==> config.mk <==
export PLATFORM = sky130hd
export DESIGN_NAME = dual_timer_event_counter
export DESIGN_NICKNAME = d
export VERILOG_FILES = /design/src/core/dual_timer_event_counter.v
export VERILOG_INCLUDE_DIRS = /design/src /design/src/include
export SDC_FILE = /design/constraint.sdc
export NUM_CORES = 1
export LEC_CHECK = 0
export BUFFER_PORTS_ARGS = -buffer_cell sky130_fd_sc_hd__buf_2
export CAP_MARGIN = 20
export CORE_UTILIZATION = 40
export DETAILED_ROUTE_END_ITERATION = 8
export PLACE_DENSITY_LB_ADDON = 0.25
export REMOVE_ABC_BUFFERS = 1
export SKIP_CTS_REPAIR_TIMING = 1
export SLEW_MARGIN = 20
export SYNTH_ARGS = -nofsm -noshare
export SYNTH_HDL_FRONTEND = slang
export SYNTH_SLANG_ARGS = --single-unit
==> constraint.sdc <==
create_clock -name clk_sys -period 4.36 [get_ports clk_sys]
set_input_delay 0.218 -clock clk_sys [delete_from_list [all_inputs] [get_ports clk_sys]]
set_output_delay 0.218 -clock clk_sys [all_outputs]
set_load 0.05 [all_outputs]
==> src/include/dual_timer_regs.vh <==
// Register map, field positions, reset values and encodings of the dual timer.
// Assumes an 8-bit register port addressed by byte offset.
`ifndef DUAL_TIMER_REGS_VH
`define DUAL_TIMER_REGS_VH

// Offsets
`define TIMER_CONTROL_ADDR    8'h88
`define TIMER_MODE_ADDR       8'h89
`define TIMER_A_LOW_ADDR      8'h8a
`define TIMER_B_LOW_ADDR      8'h8b
`define TIMER_A_HIGH_ADDR     8'h8c
`define TIMER_B_HIGH_ADDR     8'h8d
`define SYSTEM_CONTROL_ADDR   8'hb4

// Reset values
`define TIMER_CONTROL_RESET   8'h00
`define TIMER_MODE_RESET      8'h00
`define SYSTEM_CONTROL_RESET  8'h00
`define COUNT_BYTE_RESET      8'h00

// Timer control fields
`define TIMER_B_OVF_BIT       7
`define TIMER_B_RUN_BIT       6
`define TIMER_A_OVF_BIT       5
`define TIMER_A_RUN_BIT       4

// Timer mode fields
`define TIMER_B_GATE_BIT      7
`define TIMER_B_CT_BIT        6
`define TIMER_B_MODE_HI       5
`define TIMER_B_MODE_LO       4
`define TIMER_A_GATE_BIT      3
`define TIMER_A_CT_BIT        2
`define TIMER_A_MODE_HI       1
`define TIMER_A_MODE_LO       0

// System control fields
`define TIMER_B_SRC_HI        7
`define TIMER_B_SRC_LO        6
`define TIMER_A_SRC_HI        5
`define TIMER_A_SRC_LO        4

// Mode encodings
`define MODE_13BIT            2'b00
`define MODE_16BIT            2'b01
`define MODE_RELOAD           2'b10
`define MODE_SPLIT            2'b11

// Source encodings
`define SRC_FIRST_PRESCALER   2'b00
`define SRC_COUNT_PIN         2'b01
`define SRC_AUXILIARY         2'b10
`define SRC_SECOND_PRESCALER  2'b11

`endif

==> src/core/dual_timer_event_counter.v <==
// Two 16-bit timer/event counters with four modes each, source muxes and gates.
// Assumes all inputs synchronous to clk_sys and a single-cycle register port.
`include "dual_timer_regs.vh"
`timescale 1ns/10ps
`default_nettype none

module dual_timer_event_counter (
    input  wire       clk_sys,
    input  wire       rst_n,
    input  wire [7:0] reg_addr,
    input  wire [7:0] reg_wdata,
    input  wire       reg_wr,
    input  wire       reg_rd,
    output reg  [7:0] reg_rdata,
    input  wire       first_prescaled_clock,
    input  wire       peripheral_clock,
    input  wire       timer_a_count_pin,
    input  wire       timer_b_count_pin,
    input  wire       ext_irq_a_pin,
    input  wire       ext_irq_b_pin,
    input  wire       program_fetch_strobe,
    input  wire       instr_exec_strobe,
    input  wire       vector_ack_a,
    input  wire       vector_ack_b,
    output reg        timer_a_overflow_flag,
    output reg        timer_b_overflow_flag,
    output reg        timer_a_clock_enable,
    output reg        timer_b_clock_enable
);

    // Mode step: returns {overflow, high, low} after one increment
    function [16:0] step;
        input [1:0] md;
        input [7:0] hi;
        input [7:0] lo;
        reg   [5:0] l5;
        reg   [8:0] h9;
        reg   [8:0] l9;
        begin
            l5 = {1'b0, lo[4:0]} + 6'h01;
            h9 = {1'b0, hi} + {8'h00, l5[5]};
            l9 = {1'b0, lo} + 9'h001;
            case (md)
                `MODE_13BIT: begin
                    // Upper three low bits left as they are
                    step = {h9[8], h9[7:0], lo[7:5], l5[4:0]};
                end
                `MODE_16BIT: begin
                    step = {1'b0, hi, lo} + 17'h00001;
                end
                `MODE_RELOAD: begin
                    step = l9[8] ? {1'b1, hi, hi} : {1'b0, hi, l9[7:0]};
                end
                default: begin
                    step = {l9[8], hi, l9[7:0]};
                end
            endcase
        end
    endfunction

    reg  [7:0]  control_reg;
    reg  [7:0]  mode_reg;
    reg  [7:0]  sysctl_reg;
    reg  [7:0]  a_low_reg;
    reg  [7:0]  a_high_reg;
    reg  [7:0]  b_low_reg;
    reg  [7:0]  b_high_reg;
    reg         first_prescaler_prev_reg;
    reg         second_prescaler_prev_reg;
    reg         pin_a_prev_reg;
    reg         pin_b_prev_reg;

    reg  [7:0]  control_next;
    reg  [7:0]  a_low_next;
    reg  [7:0]  a_high_next;
    reg  [7:0]  b_low_next;
    reg  [7:0]  b_high_next;
    reg  [7:0]  rdata_next;
    reg         a_src;
    reg         b_src;
    reg         a_ovf;
    reg         b_ovf;
    reg  [16:0] a_res;
    reg  [16:0] b_res;
    reg  [8:0]  split_hi;

    wire [1:0]  a_mode   = {mode_reg[`TIMER_A_MODE_HI], mode_reg[`TIMER_A_MODE_LO]};
    wire [1:0]  b_mode   = {mode_reg[`TIMER_B_MODE_HI], mode_reg[`TIMER_B_MODE_LO]};
    wire [1:0]  a_srcsel = {sysctl_reg[`TIMER_A_SRC_HI], sysctl_reg[`TIMER_A_SRC_LO]};
    wire [1:0]  b_srcsel = {sysctl_reg[`TIMER_B_SRC_HI], sysctl_reg[`TIMER_B_SRC_LO]};
    wire        a_run    = control_reg[`TIMER_A_RUN_BIT];
    wire        b_run    = control_reg[`TIMER_B_RUN_BIT];
    wire        a_split  = (a_mode == `MODE_SPLIT);

    // Internal clocks arrive as levels; a rising edge is one tick
    wire        first_prescaler_tick = first_prescaled_clock & ~first_prescaler_prev_reg;
    wire        second_prescaler_tick = peripheral_clock & ~second_prescaler_prev_reg;
    // Count pins tick on the high-to-low transition
    wire        pin_a_tick = pin_a_prev_reg & ~timer_a_count_pin;
    wire        pin_b_tick = pin_b_prev_reg & ~timer_b_count_pin;

    // Gate: pin must be high while gating is on
    wire        a_en = a_run & (~mode_reg[`TIMER_A_GATE_BIT] | ext_irq_a_pin);
    wire        b_en = b_run & (~mode_reg[`TIMER_B_GATE_BIT] | ext_irq_b_pin)
                       & (b_mode != `MODE_SPLIT);

    wire        wr_ctrl = reg_wr & (reg_addr == `TIMER_CONTROL_ADDR);

    // Source selection
    always @* begin
        case (a_srcsel)
            `SRC_FIRST_PRESCALER: a_src = first_prescaler_tick;
            `SRC_COUNT_PIN:       a_src = pin_a_tick;
            `SRC_AUXILIARY:       a_src = instr_exec_strobe;
            default:              a_src = second_prescaler_tick;
        endcase
        case (b_srcsel)
            `SRC_FIRST_PRESCALER: b_src = first_prescaler_tick;
            `SRC_COUNT_PIN:       b_src = pin_b_tick;
            `SRC_AUXILIARY:       b_src = program_fetch_strobe;
            default:              b_src = second_prescaler_tick;
        endcase
        // Counter select overrides the mux with the count pin
        if (mode_reg[`TIMER_A_CT_BIT]) begin
            a_src = pin_a_tick;
        end
        if (mode_reg[`TIMER_B_CT_BIT]) begin
            b_src = pin_b_tick;
        end
    end

    // Counting and overflow
    always @* begin
        a_res       = step(a_mode, a_high_reg, a_low_reg);
        b_res       = step(b_mode, b_high_reg, b_low_reg);
        split_hi    = {1'b0, a_high_reg} + 9'h001;
        a_low_next  = a_low_reg;
        a_high_next = a_high_reg;
        b_low_next  = b_low_reg;
        b_high_next = b_high_reg;
        a_ovf       = 1'b0;
        b_ovf       = 1'b0;
        // Count bytes change only on ticks and count-byte writes, never on run writes
        if (a_en & a_src) begin
            a_low_next = a_res[7:0];
            a_ovf      = a_res[16];
            if (!a_split) begin
                a_high_next = a_res[15:8];
            end
        end
        // Split high byte is a plain timer run by B's run bit
        if (a_split & b_run & first_prescaler_tick) begin
            a_high_next = split_hi[7:0];
            b_ovf       = split_hi[8];
        end
        if (b_en & b_src) begin
            b_low_next  = b_res[7:0];
            b_high_next = b_res[15:8];
            if (!a_split) begin
                b_ovf = b_res[16];
            end
        end
        // Software write to a count byte wins over a tick
        if (reg_wr) begin
            case (reg_addr)
                `TIMER_A_LOW_ADDR:  a_low_next  = reg_wdata;
                `TIMER_A_HIGH_ADDR: a_high_next = reg_wdata;
                `TIMER_B_LOW_ADDR:  b_low_next  = reg_wdata;
                `TIMER_B_HIGH_ADDR: b_high_next = reg_wdata;
                default: begin
                end
            endcase
        end
    end

    // Control register with flag set priority
    always @* begin
        control_next = wr_ctrl ? reg_wdata : control_reg;
        if (!wr_ctrl & vector_ack_a) begin
            control_next[`TIMER_A_OVF_BIT] = 1'b0;
        end
        if (!wr_ctrl & vector_ack_b) begin
            control_next[`TIMER_B_OVF_BIT] = 1'b0;
        end
        // An overflow in the clearing cycle is kept
        if (a_ovf) begin
            control_next[`TIMER_A_OVF_BIT] = 1'b1;
        end
        if (b_ovf) begin
            control_next[`TIMER_B_OVF_BIT] = 1'b1;
        end
    end

    // Read mux, unmapped offsets read zero
    always @* begin
        case (reg_addr)
            `TIMER_CONTROL_ADDR:  rdata_next = control_reg;
            `TIMER_MODE_ADDR:     rdata_next = mode_reg;
            `SYSTEM_CONTROL_ADDR: rdata_next = sysctl_reg;
            `TIMER_A_LOW_ADDR:    rdata_next = a_low_reg;
            `TIMER_A_HIGH_ADDR:   rdata_next = a_high_reg;
            `TIMER_B_LOW_ADDR:    rdata_next = b_low_reg;
            `TIMER_B_HIGH_ADDR:   rdata_next = b_high_reg;
            default:              rdata_next = 8'h00;
        endcase
        if (!reg_rd) begin
            rdata_next = 8'h00;
        end
    end

    always @(posedge clk_sys) begin
        if (!rst_n) begin
            control_reg           <= `TIMER_CONTROL_RESET;
            mode_reg              <= `TIMER_MODE_RESET;
            sysctl_reg            <= `SYSTEM_CONTROL_RESET;
            a_low_reg             <= `COUNT_BYTE_RESET;
            a_high_reg            <= `COUNT_BYTE_RESET;
            b_low_reg             <= `COUNT_BYTE_RESET;
            b_high_reg            <= `COUNT_BYTE_RESET;
            first_prescaler_prev_reg         <= 1'b0;
            second_prescaler_prev_reg         <= 1'b0;
            pin_a_prev_reg        <= 1'b0;
            pin_b_prev_reg        <= 1'b0;
            reg_rdata             <= 8'h00;
            timer_a_overflow_flag <= 1'b0;
            timer_b_overflow_flag <= 1'b0;
            timer_a_clock_enable  <= 1'b0;
            timer_b_clock_enable  <= 1'b0;
        end else begin
            control_reg    <= control_next;
            if (reg_wr & (reg_addr == `TIMER_MODE_ADDR)) begin
                mode_reg <= reg_wdata;
            end
            if (reg_wr & (reg_addr == `SYSTEM_CONTROL_ADDR)) begin
                sysctl_reg <= reg_wdata;
            end
            a_low_reg      <= a_low_next;
            a_high_reg     <= a_high_next;
            b_low_reg      <= b_low_next;
            b_high_reg     <= b_high_next;
            first_prescaler_prev_reg  <= first_prescaled_clock;
            second_prescaler_prev_reg  <= peripheral_clock;
            // Pin path runs on clk_sys; no counting with the clock stopped
            pin_a_prev_reg <= timer_a_count_pin;
            pin_b_prev_reg <= timer_b_count_pin;
            reg_rdata      <= rdata_next;
            timer_a_overflow_flag <= control_next[`TIMER_A_OVF_BIT];
            timer_b_overflow_flag <= control_next[`TIMER_B_OVF_BIT];
            // Hint for an outside clock gate; counts stay in the flops
            timer_a_clock_enable  <= control_next[`TIMER_A_RUN_BIT];
            // B's run bit also drives the split high byte, so it stays the gate hint
            timer_b_clock_enable  <= control_next[`TIMER_B_RUN_BIT];
        end
    end

endmodule // dual_timer_event_counter

`default_nettype wire

# [After elaboration in Yosys (flattened, before gate mapping)]
# Cells that the tools add are included.
[word_totals] register_bits=72 wordCells=105
[op_classes] add_sub_neg=9 n_eq_ne=17 mux=32 n_bitwise=24 n_reduce_logical=6
[op_table] op="two-way mux 8 bit" n=15
[op_table] op="one-hot mux 17 bit (3 select lines)" n=2
[op_table] op="== test 8 bit (second input constant)" n=7
[op_table] op="one-hot mux 8 bit (7 select lines)" n=1
[op_table] op="adder 16 x 1 -> 17 bit (second input constant)" n=2
[op_table] op="two-way mux 17 bit" n=2
[op_table] op="adder 8 x 1 -> 9 bit (second input constant)" n=3
[op_table] op="adder 8 x 1 -> 9 bit" n=2
[op_table] op="bitwise AND 1 bit" n=16
[op_table] op="adder 5 x 1 -> 6 bit (second input constant)" n=2
[op_table] op="== test 2 bit (second input constant)" n=5
[op_table] op="two-way mux 1 bit" n=10
[op_table] op="== test 2 x 1 -> 1 bit (second input constant)" n=4
[op_table] op="logical NOT 2 bit" n=4
[op_table] op="NOT 1 bit" n=6
[op_table] op="one-hot mux 1 bit (3 select lines)" n=2
[op_table] op="!= test 2 bit (second input constant)" n=1
[op_table] op="OR 1 bit" n=2
[op_table] op="AND reduction 2 bit" n=1
[op_table] op="logical NOT 1 bit" n=1

# [Logic depth before layout (Yosys ltp)]
[logic_depth] depth_word=9 mapped_depth=11 depth_no_buf=10

# [Least setup slack after synthesis]
# Ideal clock, no wire load.
[synth_path] path_type="reg2reg" from="reg control_reg[6]" to="reg b_high_reg[2]" arrival_time_ps=2171 setup_slack_ps=2129 path_stages_with_launch=7 path_buffers=1 period_less_slack_ps=2231 path_cell_list="dfxtp_1 -> nand3_1 -> or4b_1 -> buf_2 -> or4_1 -> nand3_1 -> o221a_1"
[synth_between] elab_chain_len=6
[synth_lines] item="start, declared" line_no="dual_timer_event_counter.v:61" source="reg [7:0] control_reg;"
[synth_lines] item="start signal, assigned" line_no="dual_timer_event_counter.v:213" source="control_reg <= `TIMER_CONTROL_RESET;"
[synth_lines] item="start signal, assigned" line_no="dual_timer_event_counter.v:230" source="control_reg <= control_next;"
[synth_lines] item="bitwise AND 1 bit (*) (2 in series)" line_no="dual_timer_event_counter.v:104" source="wire b_en = b_run & (~mode_reg[`TIMER_B_GATE_BIT] | ext_irq_b_pin)"
[synth_lines] item="bitwise AND 1 bit (*)" line_no="dual_timer_event_counter.v:156" source="if (b_en & b_src) begin"
[synth_lines] item="two-way mux 8 bit (*)" line_no="dual_timer_event_counter.v:156"
[synth_lines] item="two-way mux 8 bit" line_no="dual_timer_event_counter.v:165" source="case (reg_addr)"
[synth_lines] item="two-way mux 8 bit (*)" line_no="dual_timer_event_counter.v:164" source="if (reg_wr) begin"
[synth_lines] item="end signal, assigned" line_no="dual_timer_event_counter.v:219" source="b_high_reg <= `COUNT_BYTE_RESET;"
[synth_lines] item="end signal, assigned" line_no="dual_timer_event_counter.v:240" source="b_high_reg <= b_high_next;"
[synth_lines] item="end, declared" line_no="dual_timer_event_counter.v:67" source="reg [7:0] b_high_reg;"
# Every way passes the cells marked *; elsewhere a longest branch is shown, timed or not.
# A chain may end at the register's enable or synchronous reset.

# [Final worst setup path]
[layout_path] from="reg sysctl_reg[7]" to="reg b_high_reg[2]"
[layout_between] elab_chain_len=7 word_cells_on_any_way=9 classes_between="2 x eq/ne; 5 x mux; 1 x bitwise; 1 x reduce/logical"
[layout_lines] item="start, declared" line_no="dual_timer_event_counter.v:63" source="reg [7:0] sysctl_reg;"
[layout_lines] item="start signal, assigned" line_no="dual_timer_event_counter.v:215" source="sysctl_reg <= `SYSTEM_CONTROL_RESET;"
[layout_lines] item="start signal, assigned" line_no="dual_timer_event_counter.v:235" source="sysctl_reg <= reg_wdata;"
[layout_lines] item="== test 2 bit, or another cell as far along" line_no="dual_timer_event_counter.v:117" source="case (b_srcsel)"
[layout_lines] item="one-hot mux 1 bit (3 select lines) (*)" line_no="dual_timer_event_counter.v:117"
[layout_lines] item="two-way mux 1 bit (*)" line_no="dual_timer_event_counter.v:127" source="if (mode_reg[`TIMER_B_CT_BIT]) begin"
[layout_lines] item="bitwise AND 1 bit (*)" line_no="dual_timer_event_counter.v:156"
[layout_lines] item="two-way mux 8 bit (*)" line_no="dual_timer_event_counter.v:156"
[layout_lines] item="two-way mux 8 bit" line_no="dual_timer_event_counter.v:165"
[layout_lines] item="two-way mux 8 bit (*)" line_no="dual_timer_event_counter.v:164"
# Marks and branches as above.

==> results.ini <==
[synthesis]
ys_seq_elements = 68
synth_area_leader_cell = dfxtp_1
syn-instance-count = 589
ys_seq_area_frac = 0.301
synth.distinct_cells = 69
async_flop_share = 0
ys_warn_count = 0
synth_area_leaders = dfxtp_1 30%, nand2_1 6.3%, o21ai_0 4.0%
syn-mean-instance-area_sq_um = 7.67
synth_flop_cell = dfxtp_1
synth_edf_count = 0
yosysTopAreaCellShare = 0.301
synthesis.area_sq_um = 4520

[cts]
path_clk_slew_ns = 0.05
numClockSinks = 68
tritoncts.num_buffers = 9
cts_tree = built
htreeDepth = 3
clk-insertion-delay-late_ns = 0.35
clockRootBuffer = clkbuf_16
cts.path.max_buffers = 2

[pwr]
power_density_nw_per_um2 = 300
worst_ir_drop_vdd_mv = 0.271
p_leak_nw = 1.67

[floorplanning]
chipHeight_um = 108
io_pins = 42
die_w_um = 108
core-area_sq_um = 10900
dieArea_sq_um = 11700
start_util = 0.413
row_count = 38

[timing]
finalCritPeriodShare = 0.621
rsz0062_at_grt = no
fin_hold_ws_ns = 0.0875
setup_viol = 0
clock_skew_ns = 0.00888
worst_slew_pin_slew_ns = 0.973
fin_ws_ns = 1.65
slew-limit-headroom = 0.351
period_needed_ns = 2.71
setup_tns_ns = 0
finalHoldViolations = 0
fmax_mhz = 369
report.final.slew_viol_count = 0

[global_route]
antenna_found_initial = 0
busiest_layer = met2
use_met2 = 0.427
use_met3 = 0.0536
grt_pass1_wl_um = 24900
grt_overflow = 0
grt_max_degree = 35
grt_pass1_vias = 4501
met1_usage = 0.387
grtUsageTotal = 0.284

[detailed_routing]
wl_um = 15800
viasPerCell = 6.63
vias = 4944
drt_first_pass_iters = 7
drcViolationCount = 0
first_iter_violations = 515
wl_per_cell_um = 21.2
ant_nets = 0

[hold_path]
hold_class = in -> reg
worstHoldPathCells = 2

[worst_setup_path]
crit_path_start_kind = register
ff2ff_path_depth = 6
crit_arrival_ns = 2.94
crit_path_max_fanout = 26
required_ns = 4.59
slowest_stage = or4b_1
worstPathCellList = nor3b_2 -> a2111oi_1 -> or4b_1 -> or4_1 -> nand3_1 -> o221a_1
crit_type = reg -> reg
slowest_delay_ns = 0.80
crit_path_end_kind = register

[place]
dp_hpwl_um = 11000
place_ws_ns = 1.77
place_congestion = 1.01
port_buffers = 41

[cells_and_area]
fillers = 1112
n_antenna_cell = 0
areaGrowthSynthToFinish_pct = 12.4
num-nets-final = 638
drive_gt1_frac = 0.125

[run]
cap_violations = 0

[status]
outcome = complete, no violations

## layer usage
layer / vias up / share of wire
met5: - / 0
met4: 0 / 0.039
met3: 50 / 0.079
li1: 2286 / -
met1: 2357 / 0.44
met2: 251 / 0.44
## cells in the mapped netlist (4+ instances only)
library cell,n
a211oi_1,4
nand2b_1,7
and2_1,7
nand4_1,13
a21boi_0,19
xnor2_1,5
o22ai_1,9
and3_1,8
ha_1,6
mux2i_1,13
nor2b_1,13
buf_2,8
nand2_1,76
nand3_1,34
o32ai_1,4
o211ai_1,4
a21oi_1,28
clkbuf_1,31
nor3_1,14
a31oi_1,24
a222oi_1,16
and4_1,8
inv_1,14
nor2_1,30
o21ai_0,36
or2_2,5
nor4_1,6
or3_1,10
dfxtp_1,68
## stage by stage
step	cell area [sq um]	cells	power, mW	util
finish	5080	746	1.52	0.464
global route	5080	746	1.57	0.464
floorplan	4350	547	0.686	-
detailed placement	4750	731	0.741	0.435
global placement	4750	731	0.740	0.435
CTS	5070	746	1.53	0.464
## cell usage in the layout (no fill, tap or decap), drive strengths merged, types with 11 or more instances in the layout
master and count:
nor2 30, o21ai 36, nor3 16, a31oi 24, clkbuf 11, a222oi 16
mux2i 13, a21boi 19, inv 14, buf 44, dfxtp 68, a21oi 28
nand2 76, nand3 34, nand4 13, nor2b 13
## where the power goes
| part | internal [mW] | switching [mW] |
|---|---|---|
| Clock | 0.513 | 0.278 |
| Combinational | 0.0310 | 0.0544 |
| Sequential | 0.629 | 0.0158 |
| Total | 1.17 | 0.348 |
## cells by family (layout without fill, tap and decap cells)
| logic type | count (synthesis) | count (layout) | share of synthesized area |
|---|---|---|---|
| simple gates | 252 | 252 | 0.301 |
| compound gates | 183 | 183 | 0.282 |
| flops | 68 | 68 | 0.301 |
| buf+inv | 57 | 74 | 0.0496 |
| mux | 16 | 16 | 0.0363 |
| xor+xnor | 7 | 7 | 0.0136 |
| fa+ha+maj | 6 | 6 | 0.0166 |
## critical path, delay by kind of cell (launching register included)
kind | cells | cell delay (ns)
AO/OA/AOI/OAI | 2 | 0.98
AND/OR/NAND/NOR | 4 | 1.17
flip-flops | 1 | 0.45
## area by class of cell
type,count,area (sq um),area share
repair buffers,44,228,0.0448
clock buffers,11,243,0.0478
flip-flops and latches,68,1360,0.268
well taps,140,175,0.0345
multi-input cells,464,2940,0.579
clock inverters,4,73.8,0.0145
inverters,15,56.3,0.0111
## worst paths after layout
check                                  start                                    to  slack [ns]
setup reg to reg  sysctl_reg[7]$_SDFFE_PN0P_              b_high_reg[2]$_SDFF_PN0_        1.65
setup / recovery  sysctl_reg[7]$_SDFFE_PN0P_              b_high_reg[2]$_SDFF_PN0_        1.65
hold / removal              peripheral_clock  second_prescaler_prev_reg$_SDFF_PN0_        0.09
hold reg to reg   sysctl_reg[0]$_SDFFE_PN0P_            sysctl_reg[0]$_SDFFE_PN0P_        0.48
Note: power is estimated with default switching activity, not from simulation.
